File: src/rtl/bfiu_regs.vh
`ifndef BFIU_REGS_VH
`define BFIU_REGS_VH

////////////////////////////////////////////////////////////////////////////
// operation codes presented on op_code
`define BFIU_OP_PUSH                  5'h00
`define BFIU_OP_POP                   5'h01
`define BFIU_OP_IO_BIT_SET            5'h02
`define BFIU_OP_IO_BIT_CLEAR          5'h03
`define BFIU_OP_SHIFT_LEFT_LOGICAL    5'h04
`define BFIU_OP_SHIFT_RIGHT_LOGICAL   5'h05
`define BFIU_OP_ROTATE_LEFT_CARRY     5'h06
`define BFIU_OP_ROTATE_RIGHT_CARRY    5'h07
`define BFIU_OP_SHIFT_RIGHT_ARITH     5'h08
`define BFIU_OP_NIBBLE_SWAP           5'h09
`define BFIU_OP_FLAG_SET_GENERIC      5'h0a
`define BFIU_OP_FLAG_CLEAR_GENERIC    5'h0b
`define BFIU_OP_BIT_TO_TRANSFER_FLAG  5'h0c
`define BFIU_OP_TRANSFER_FLAG_TO_BIT  5'h0d
`define BFIU_OP_CARRY_FORCE_ONE       5'h0e
`define BFIU_OP_CARRY_FORCE_ZERO      5'h0f
`define BFIU_OP_NEGATIVE_FORCE_ONE    5'h10
`define BFIU_OP_NEGATIVE_FORCE_ZERO   5'h11
`define BFIU_OP_ZERO_FLAG_FORCE_ONE   5'h12
`define BFIU_OP_ZERO_FLAG_FORCE_ZERO  5'h13
`define BFIU_OP_GLOBAL_IRQ_ENABLE     5'h14
`define BFIU_OP_GLOBAL_IRQ_DISABLE    5'h15
`define BFIU_OP_SIGN_FLAG_FORCE_ONE   5'h16
`define BFIU_OP_SIGN_FLAG_FORCE_ZERO  5'h17
`define BFIU_OP_OVERFLOW_FORCE_ONE    5'h18
`define BFIU_OP_OVERFLOW_FORCE_ZERO   5'h19
`define BFIU_OP_TRANSFER_FORCE_ONE    5'h1a
`define BFIU_OP_TRANSFER_FORCE_ZERO   5'h1b

////////////////////////////////////////////////////////////////////////////
// status register field positions
`define BFIU_FLAG_C                   3'h0
`define BFIU_FLAG_Z                   3'h1
`define BFIU_FLAG_N                   3'h2
`define BFIU_FLAG_V                   3'h3
`define BFIU_FLAG_S                   3'h4
`define BFIU_FLAG_H                   3'h5
`define BFIU_FLAG_T                   3'h6
`define BFIU_FLAG_I                   3'h7

////////////////////////////////////////////////////////////////////////////
// reset values and stack pointer step
`define BFIU_STATUS_RESET             8'h00
`define BFIU_SP_RESET                 16'h00ff
`define BFIU_SP_STEP                  16'h0001

`endif

File: src/rtl/bfiu_unit.v
// Summary of operation
// - push writes source to stack, two cycles
// - pop loads destination from stack, two cycles
// - io set forces chosen bit to one
// - io clear forces chosen bit to zero
// - logical left shift, zero into bit 0
// - logical right shift, zero into bit 7
// - rotate left: carry in bit 0, bit7 out
// - rotate right: carry in bit 7, bit0 out
// - arithmetic right shift keeps sign bit
// - swap upper and lower nibbles at once
// - generic flag set/clear by bit index
// - copy chosen source bit into transfer flag
// - copy transfer flag into chosen destination bit
// - carry set/clear, no other flag touched
// - negative set/clear, others untouched
// - zero flag set/clear, others untouched
// - interrupt enable set and clear
// - sign flag set/clear, others untouched
// - overflow set/clear, others untouched
// - transfer flag set, others untouched
// - transfer flag clear, others untouched
`include "bfiu_regs.vh"

module bfiu_unit (
    // clock and reset
    input  wire        clk_sys,
    input  wire        srst,
    // operation request
    input  wire        op_valid,
    input  wire [4:0]  op_code,
    input  wire [2:0]  op_bit,
    input  wire [4:0]  rd_addr,
    input  wire [7:0]  rd_data,
    input  wire [7:0]  source_reg,
    input  wire [4:0]  io_addr,
    // operation status
    output reg         busy_r,
    output reg         done_r,
    output reg         illegal_r,
    // register file write
    output reg         rf_we_r,
    output reg  [4:0]  rf_waddr_r,
    output reg  [7:0]  rf_wdata_r,
    // stack memory
    output reg         stk_we_r,
    output reg         stk_re_r,
    output reg  [15:0] stk_addr_r,
    output reg  [7:0]  stk_wdata_r,
    input  wire [7:0]  stk_rdata,
    // io space
    output reg         io_re_r,
    output reg         io_we_r,
    output reg  [4:0]  io_addr_r,
    output reg  [7:0]  io_wdata_r,
    input  wire [7:0]  io_rdata,
    // core state
    output reg  [7:0]  status_register_r,
    output reg  [15:0] sp_r
);

////////////////////////////////////////////////////////////////////////////
// sequencer states

localparam [2:0] S_IDLE  = 3'h0;
localparam [2:0] S_PUSH  = 3'h1;
localparam [2:0] S_POP   = 3'h2;
localparam [2:0] S_IO_RD = 3'h3;
localparam [2:0] S_IO_WR = 3'h4;

reg  [2:0] state_r;
reg  [2:0] bit_r;
reg        io_set_r;

////////////////////////////////////////////////////////////////////////////
// one-hot bit selects

wire [7:0] sel_now;
wire [7:0] sel_held;

genvar gi;
generate
    for (gi = 0; gi < 8; gi = gi + 1) begin : g_sel
        assign sel_now[gi]  = (op_bit == gi);
        assign sel_held[gi] = (bit_r == gi);
    end
endgenerate

////////////////////////////////////////////////////////////////////////////
// shift, rotate, swap and bit-load datapath

reg  [7:0] alu_res;
reg        alu_c;
reg        alu_wc;
reg        alu_hit;

wire       c_old = status_register_r[`BFIU_FLAG_C];
wire       t_old = status_register_r[`BFIU_FLAG_T];

always @* begin
    alu_res = rd_data;
    alu_c   = c_old;
    alu_wc  = 1'b0;
    alu_hit = 1'b1;
    case (op_code)
        `BFIU_OP_SHIFT_LEFT_LOGICAL: begin
            alu_res = {rd_data[6:0], 1'b0};
            alu_c   = rd_data[7];
            alu_wc  = 1'b1;
        end
        `BFIU_OP_SHIFT_RIGHT_LOGICAL: begin
            alu_res = {1'b0, rd_data[7:1]};
            alu_c   = rd_data[0];
            alu_wc  = 1'b1;
        end
        `BFIU_OP_ROTATE_LEFT_CARRY: begin
            alu_res = {rd_data[6:0], c_old};
            alu_c   = rd_data[7];
            alu_wc  = 1'b1;
        end
        `BFIU_OP_ROTATE_RIGHT_CARRY: begin
            alu_res = {c_old, rd_data[7:1]};
            alu_c   = rd_data[0];
            alu_wc  = 1'b1;
        end
        `BFIU_OP_SHIFT_RIGHT_ARITH: begin
            alu_res = {rd_data[7], rd_data[7:1]};
            alu_c   = rd_data[0];
            alu_wc  = 1'b1;
        end
        `BFIU_OP_NIBBLE_SWAP: begin
            alu_res = {rd_data[3:0], rd_data[7:4]};
        end
        `BFIU_OP_TRANSFER_FLAG_TO_BIT: begin
            // only the selected bit moves, the rest pass through
            if (t_old) begin
                alu_res = rd_data | sel_now;
            end else begin
                alu_res = rd_data & ~sel_now;
            end
        end
        default: begin
            alu_hit = 1'b0;
        end
    endcase
end

////////////////////////////////////////////////////////////////////////////
// dedicated single-flag operations

reg        ded_hit;
reg  [2:0] ded_idx;
reg        ded_val;

always @* begin
    ded_hit = 1'b1;
    ded_idx = `BFIU_FLAG_C;
    ded_val = 1'b0;
    case (op_code)
        `BFIU_OP_CARRY_FORCE_ONE: begin
            ded_idx = `BFIU_FLAG_C;
            ded_val = 1'b1;
        end
        `BFIU_OP_CARRY_FORCE_ZERO: begin
            ded_idx = `BFIU_FLAG_C;
            ded_val = 1'b0;
        end
        `BFIU_OP_NEGATIVE_FORCE_ONE: begin
            ded_idx = `BFIU_FLAG_N;
            ded_val = 1'b1;
        end
        `BFIU_OP_NEGATIVE_FORCE_ZERO: begin
            ded_idx = `BFIU_FLAG_N;
            ded_val = 1'b0;
        end
        `BFIU_OP_ZERO_FLAG_FORCE_ONE: begin
            ded_idx = `BFIU_FLAG_Z;
            ded_val = 1'b1;
        end
        `BFIU_OP_ZERO_FLAG_FORCE_ZERO: begin
            ded_idx = `BFIU_FLAG_Z;
            ded_val = 1'b0;
        end
        `BFIU_OP_GLOBAL_IRQ_ENABLE: begin
            ded_idx = `BFIU_FLAG_I;
            ded_val = 1'b1;
        end
        `BFIU_OP_GLOBAL_IRQ_DISABLE: begin
            ded_idx = `BFIU_FLAG_I;
            ded_val = 1'b0;
        end
        `BFIU_OP_SIGN_FLAG_FORCE_ONE: begin
            ded_idx = `BFIU_FLAG_S;
            ded_val = 1'b1;
        end
        `BFIU_OP_SIGN_FLAG_FORCE_ZERO: begin
            ded_idx = `BFIU_FLAG_S;
            ded_val = 1'b0;
        end
        `BFIU_OP_OVERFLOW_FORCE_ONE: begin
            ded_idx = `BFIU_FLAG_V;
            ded_val = 1'b1;
        end
        `BFIU_OP_OVERFLOW_FORCE_ZERO: begin
            ded_idx = `BFIU_FLAG_V;
            ded_val = 1'b0;
        end
        `BFIU_OP_TRANSFER_FORCE_ONE: begin
            ded_idx = `BFIU_FLAG_T;
            ded_val = 1'b1;
        end
        `BFIU_OP_TRANSFER_FORCE_ZERO: begin
            ded_idx = `BFIU_FLAG_T;
            ded_val = 1'b0;
        end
        `BFIU_OP_FLAG_SET_GENERIC: begin
            ded_idx = op_bit;
            ded_val = 1'b1;
        end
        `BFIU_OP_FLAG_CLEAR_GENERIC: begin
            ded_idx = op_bit;
            ded_val = 1'b0;
        end
        `BFIU_OP_BIT_TO_TRANSFER_FLAG: begin
            ded_idx = `BFIU_FLAG_T;
            ded_val = source_reg[op_bit];
        end
        default: begin
            ded_hit = 1'b0;
        end
    endcase
end

////////////////////////////////////////////////////////////////////////////
// sequencer

always @(posedge clk_sys) begin
    if (srst) begin
        state_r           <= S_IDLE;
        bit_r             <= 3'h0;
        io_set_r          <= 1'b0;
        busy_r            <= 1'b0;
        done_r            <= 1'b0;
        illegal_r         <= 1'b0;
        rf_we_r           <= 1'b0;
        rf_waddr_r        <= 5'h00;
        rf_wdata_r        <= 8'h00;
        stk_we_r          <= 1'b0;
        stk_re_r          <= 1'b0;
        stk_addr_r        <= 16'h0000;
        stk_wdata_r       <= 8'h00;
        io_re_r           <= 1'b0;
        io_we_r           <= 1'b0;
        io_addr_r         <= 5'h00;
        io_wdata_r        <= 8'h00;
        status_register_r <= `BFIU_STATUS_RESET;
        sp_r              <= `BFIU_SP_RESET;
    end else begin
        // strobes last one cycle unless a state renews them
        done_r    <= 1'b0;
        illegal_r <= 1'b0;
        rf_we_r   <= 1'b0;
        stk_we_r  <= 1'b0;
        stk_re_r  <= 1'b0;
        io_re_r   <= 1'b0;
        io_we_r   <= 1'b0;
        case (state_r)
            S_IDLE: begin
                if (op_valid) begin
                    rf_waddr_r <= rd_addr;
                    bit_r      <= op_bit;
                    if (op_code == `BFIU_OP_PUSH) begin
                        stk_we_r    <= 1'b1;
                        stk_addr_r  <= sp_r;
                        stk_wdata_r <= source_reg;
                        busy_r      <= 1'b1;
                        state_r     <= S_PUSH;
                    end else if (op_code == `BFIU_OP_POP) begin
                        // pre-increment so the read sees the top byte
                        sp_r       <= sp_r + `BFIU_SP_STEP;
                        stk_addr_r <= sp_r + `BFIU_SP_STEP;
                        stk_re_r   <= 1'b1;
                        busy_r     <= 1'b1;
                        state_r    <= S_POP;
                    end else if (op_code == `BFIU_OP_IO_BIT_SET ||
                                 op_code == `BFIU_OP_IO_BIT_CLEAR) begin
                        // read-modify-write keeps the other bits
                        io_re_r   <= 1'b1;
                        io_addr_r <= io_addr;
                        io_set_r  <= (op_code == `BFIU_OP_IO_BIT_SET);
                        busy_r    <= 1'b1;
                        state_r   <= S_IO_RD;
                    end else if (alu_hit) begin
                        rf_we_r    <= 1'b1;
                        rf_wdata_r <= alu_res;
                        if (alu_wc) begin
                            status_register_r[`BFIU_FLAG_C] <= alu_c;
                        end
                        done_r <= 1'b1;
                    end else if (ded_hit) begin
                        status_register_r[ded_idx] <= ded_val;
                        done_r <= 1'b1;
                    end else begin
                        // unknown codes complete with no effect
                        illegal_r <= 1'b1;
                        done_r    <= 1'b1;
                    end
                end
            end
            S_PUSH: begin
                // post-decrement after the write cycle
                sp_r    <= sp_r - `BFIU_SP_STEP;
                done_r  <= 1'b1;
                busy_r  <= 1'b0;
                state_r <= S_IDLE;
            end
            S_POP: begin
                // stack memory answers in the read cycle
                rf_we_r    <= 1'b1;
                rf_wdata_r <= stk_rdata;
                done_r     <= 1'b1;
                busy_r     <= 1'b0;
                state_r    <= S_IDLE;
            end
            S_IO_RD: begin
                io_we_r <= 1'b1;
                if (io_set_r) begin
                    io_wdata_r <= io_rdata | sel_held;
                end else begin
                    io_wdata_r <= io_rdata & ~sel_held;
                end
                state_r <= S_IO_WR;
            end
            S_IO_WR: begin
                done_r  <= 1'b1;
                busy_r  <= 1'b0;
                state_r <= S_IDLE;
            end
            default: begin
                busy_r  <= 1'b0;
                state_r <= S_IDLE;
            end
        endcase
    end
end

endmodule

File: config.mk
export PLATFORM = sky130hd
export DESIGN_NAME = bfiu_unit
export DESIGN_NICKNAME = d
export VERILOG_FILES = /design/src/rtl/bfiu_unit.v
export VERILOG_INCLUDE_DIRS = /design/src /design/src/rtl
export SDC_FILE = /design/constraint.sdc
export NUM_CORES = 1
export LEC_CHECK = 0
export BUFFER_PORTS_ARGS = -buffer_cell sky130_fd_sc_hd__buf_2
export CAP_MARGIN = 20
export CORE_AREA = 2 2 113 115
export CTS_BUF_LIST = sky130_fd_sc_hd__clkbuf_8
export CTS_CLUSTER_DIAMETER = 100
export DETAILED_ROUTE_END_ITERATION = 6
export DIE_AREA = 0 0 115 117
export GPL_TIMING_DRIVEN = 1
export HOLD_SLACK_MARGIN = 0.15
export PLACE_DENSITY = 0.71
export SYNTH_ARGS = -nofsm -noshare
export SYNTH_HDL_FRONTEND = slang
export SYNTH_SLANG_ARGS = --single-unit
export TNS_END_PERCENT = 1
File: constraint.sdc
create_clock -name clk_sys -period 1.86 [get_ports clk_sys]
set_clock_uncertainty 0.1 [all_clocks]
set_input_delay 0.186 -clock clk_sys [delete_from_list [all_inputs] [get_ports clk_sys]]
set_output_delay 0.186 -clock clk_sys [all_outputs]
set_load 0.05 [all_outputs]
==> flow_metrics.py <==
metrics = {
    "synthesis": {
        "synth_top_area_share_pct": 35.58,
        "ys.flop_type": "dfxtp_1",
        "postSynthAreaPerCell_sq_um": 8.516,
        "yosysTopAreaCell": "dfxtp_1",
        "yosys_warnings": 0,
        "synth-seq-area-share_pct": 35.58,
        "synth_area_sq_mm": 0.005007,
        "synthArstFlopShare_pct": 0,
        "syn_inst": 588,
        "synth.area.top_cells": "dfxtp_1 36%, mux2i_1 6.4%, nand2_1 5.3%",
        "synth-seq-cells": 89,
        "synth_edf_count": 0,
        "syn-num-nets": 643,
        "synthDistinctLibCells": 69,
    },
    "clock_network": {
        "tritoncts": "built",
        "numCtsBuffers": 9,
        "root_buffer": "clkbuf_8",
        "cts_sinks": 89,
        "cts.htree.levels": 3,
        "clk_latency_ns": 0.39,
        "cts.reportedPaths.clkPinSlew_ns": 0.10,
        "cts.path.max_buffers": 2,
    },
    "sta": {
        "rsz0062_at_grt": "yes",
        "max_slew.worst_pin.slew_ns": 0.7568,
        "slew_violations": 0,
        "fin_crit_ns": 2.001,
        "setup_tns_ns": -1.675,
        "setup_ws_ns": -0.1409,
        "finalHoldViolations": 0,
        "max_freq_mhz": 499.8,
        "maxSlewHeadroom_pct": 49.16,
        "post-route-period-util_pct": 107.6,
        "setup_violations": 28,
        "holdWs_ns": 0.2017,
    },
    "route": {
        "drc": 0,
        "wire_per_inst_um": 16.92,
        "drt_iter0_markers": 501,
        "vias": 5328,
        "via_per_inst": 5.465,
        "antenna_left": 0,
        "drt_wl_total_mm": 16.50,
        "dr.pass1.iters": 5,
    },
    "global_routing": {
        "grt_pass1_wl_mm": 25.83,
        "use_met3_pct": 4.892,
        "grt_max_degree": 40,
        "grt_use_total_pct": 24.60,
        "grt_pass1_vias": 5071,
        "antenna_found_initial": 0,
        "gr-max-usage-layer": "met2",
        "overflow": 0,
        "grtUsageMet1_pct": 32.43,
        "use_met2_pct": 39.84,
    },
    "run": {
        "cap_violations": 0,
    },
    "worst_hold_path": {
        "holdPathStages": 4,
        "worst_hold_path_type": "primary input to flip-flop",
        "min_delay_worst_endpoint": "bit_r[1]",
        "worstHoldStart": "op_bit[1]",
    },
    "placement": {
        "dpl.hpwl_mm": 11.56,
        "place_inst": 915,
        "numPortBuffers": 134,
        "place_congestion": 0.9247,
    },
    "finish": {
        "antenna_cells": 0,
        "nNetsFinal": 875,
        "area_growth_pct": 44.55,
        "layout.cells.non_filler": 975,
        "fin_util_pct": 58.79,
        "fill_cells": 1094,
        "drive_gt1_share_pct": 40.85,
    },
    "setup_path": {
        "start_kind": "flip-flop",
        "rrSetupSlack_ns": -0.14,
        "crit_type": "flip-flop to flip-flop",
        "r2r_start": "state_r[1]",
        "crit_path_end_kind": "flip-flop",
        "arrival_ns": 2.16,
        "cp_max_fo": 5,
        "cp.required_ns": 2.02,
        "r2r-end": "sp_r[5]",
        "reg2reg_depth": 6,
    },
    "power": {
        "power_density_mw_per_mm2": 614.2,
        "switching_power_uw": 1304,
        "comb_power_share_pct": 19.2,
        "switching_share_pct": 29.34,
        "p_int_uw": 3141,
        "total_power_uw": 4446,
        "peakVddDrop_mv": 0.3771,
        "pwr-share-clk_pct": 36.3,
        "seq_power_share_pct": 44.5,
        "leakage_uw": 0.003288,
    },
    "floorplan": {
        "start_util_pct": 40.67,
        "fp.dieW_um": 115,
        "io_pins": 135,
        "num_rows": 41,
        "die_h_um": 117,
        "core_sq_mm": 0.01231,
        "die-area_sq_mm": 0.01346,
    },
    "run_status": {
        "violations": "setup timing",
        "status": "finished, violations left",
    },
}
[layout by cell type, fill, tap and decap left out, drive strengths merged, types with 4 or more instances in the layout]
master       netlist  routed
a211oi            27      27
nor2              80      80
xor2              13      13
or3                4       4
a22oi              8       8
nand3b             8       8
mux2i             32      32
nor3b              5       5
nand4             10      10
nor3              15      15
mux2               7       7
nor4b              5       5
o211ai             7       7
nand2b             6       6
a222oi             4       4
dfxtp             89      89
nand3             15      15
nor2b              7       7
inv                8      11
nor4               9       9
a21oi             31      31
and3               6       6
and2               7       7
xnor2             16      16
nand2             71      71
o21ai             10      10
dlygate4sd3        0      36
buf               15     233
clkbuf            33      11
[timing repair]
action	4_1_cts	5_1_grt
gates cloned	1	0
hold buffers	36	0
buffers inserted	2	5
pin swaps	9	14
endpoints found under the hold margin	42	0
resized for setup	17	18
endpoints found under the setup margin	41	54
[flip-flops by register name, indices dropped and copies added (netlist names)]
register / flops
sp_r: 16
stk_addr_r: 16
io_wdata_r: 8
rf_wdata_r: 8
status_register_r: 8
stk_wdata_r: 8
io_addr_r: 5
rf_waddr_r: 5
bit_r: 3
state_r: 3
busy_r: 1
done_r: 1
illegal_r: 1
io_re_r: 1
io_set_r: 1
io_we_r: 1
rf_we_r: 1
stk_re_r: 1
stk_we_r: 1
[metal layers]
layer | part of all wire, % | vias to the layer above | wire, um
li1 | - | 2565 | -
met3 | 6.0 | 34 | 982
met5 | 0 | - | 0
met1 | 44 | 2518 | 7231
met2 | 48 | 211 | 7877
met4 | 2.5 | 0 | 406
[power groups by stage]
stage                     combinational, uW  clock, uW  sequential, uW
after floorplan                         353          0            2140
after global placement                  741          0            2020
after detailed placement                751          0            2020
after CTS                               829       1650            1980
after global routing                    912       1720            1980
final                                   853       1620            1980
[final cells by class]
| class | count | area (sq um) | share of cell area, % |
|---|---|---|---|
| clock buffer | 11 | 151.4 | 2.092 |
| clock inverter | 5 | 83.83 | 1.158 |
| inverter | 8 | 30.03 | 0.4149 |
| multi-input combinational | 443 | 3097 | 42.78 |
| sequential | 89 | 1804 | 24.93 |
| tap | 150 | 187.7 | 2.593 |
| timing repair buffer | 269 | 1884 | 26.03 |
[worst max-delay path, cell delays in order, from the launching register on]
cell     delay, ns
dfxtp_2       0.35
or4b_4        0.58
or2_4         0.30
buf_4         0.15
o31ai_4       0.20
xnor2_1       0.14
nand2_1       0.06
[through the flow]
step	setup WS [ns]	area, sq um
after floorplan	-0.1296	5066
after global placement	-0.1443	6411
after global routing	-0.1979	7238
after detailed placement	-0.1839	6411
final	-0.1409	7238
after CTS	-0.1282	7134
[cell families (layout without fill, tap and decap cells)]
group / after synthesis / after routing / synth area share, %
muxes: 40 / 40 / 8.421
adders and majority gates: 2 / 2 / 0.4997
DFF: 89 / 89 / 35.58
and+or+nand+nor: 261 / 261 / 27.61
AOI/OAI and AO/OA: 111 / 111 / 17.59
xor gates and xnor gates: 29 / 29 / 5.072
buffers and inverters: 56 / 293 / 5.222
[synth_stat cells, drive strengths merged (3+ instances only)]
cell type,instances
nor2,80
or2,3
nand4b,3
o21ai,10
nor3b,5
and2,7
a21oi,31
o211ai,7
clkbuf,33
mux2,7
nand3b,8
a211oi,27
a31oi,3
nor3,15
nand3,15
a22oi,8
nand2,71
nor4,9
or4b,3
mux2i,32
nor4b,5
dfxtp,89
nand2b,6
nand4,10
or3,4
xnor2,16
inv,8
nor2b,7
xor2,13
buf,15
a222oi,4
o21a,3
and3,6
[how the worst max path moves through the flow]
stage,cells after the start,end,startpoint
after global routing,6,stk_addr_r[14],state_r[1]
after floorplan,8,stk_addr_r[12],state_r[1]
final,6,sp_r[5],state_r[1]
after CTS,6,stk_addr_r[14],state_r[1]
after global placement,7,sp_r[15],state_r[0]
after detailed placement,6,stk_addr_r[6],state_r[1]
Note: power is estimated with default switching activity, not from simulation.
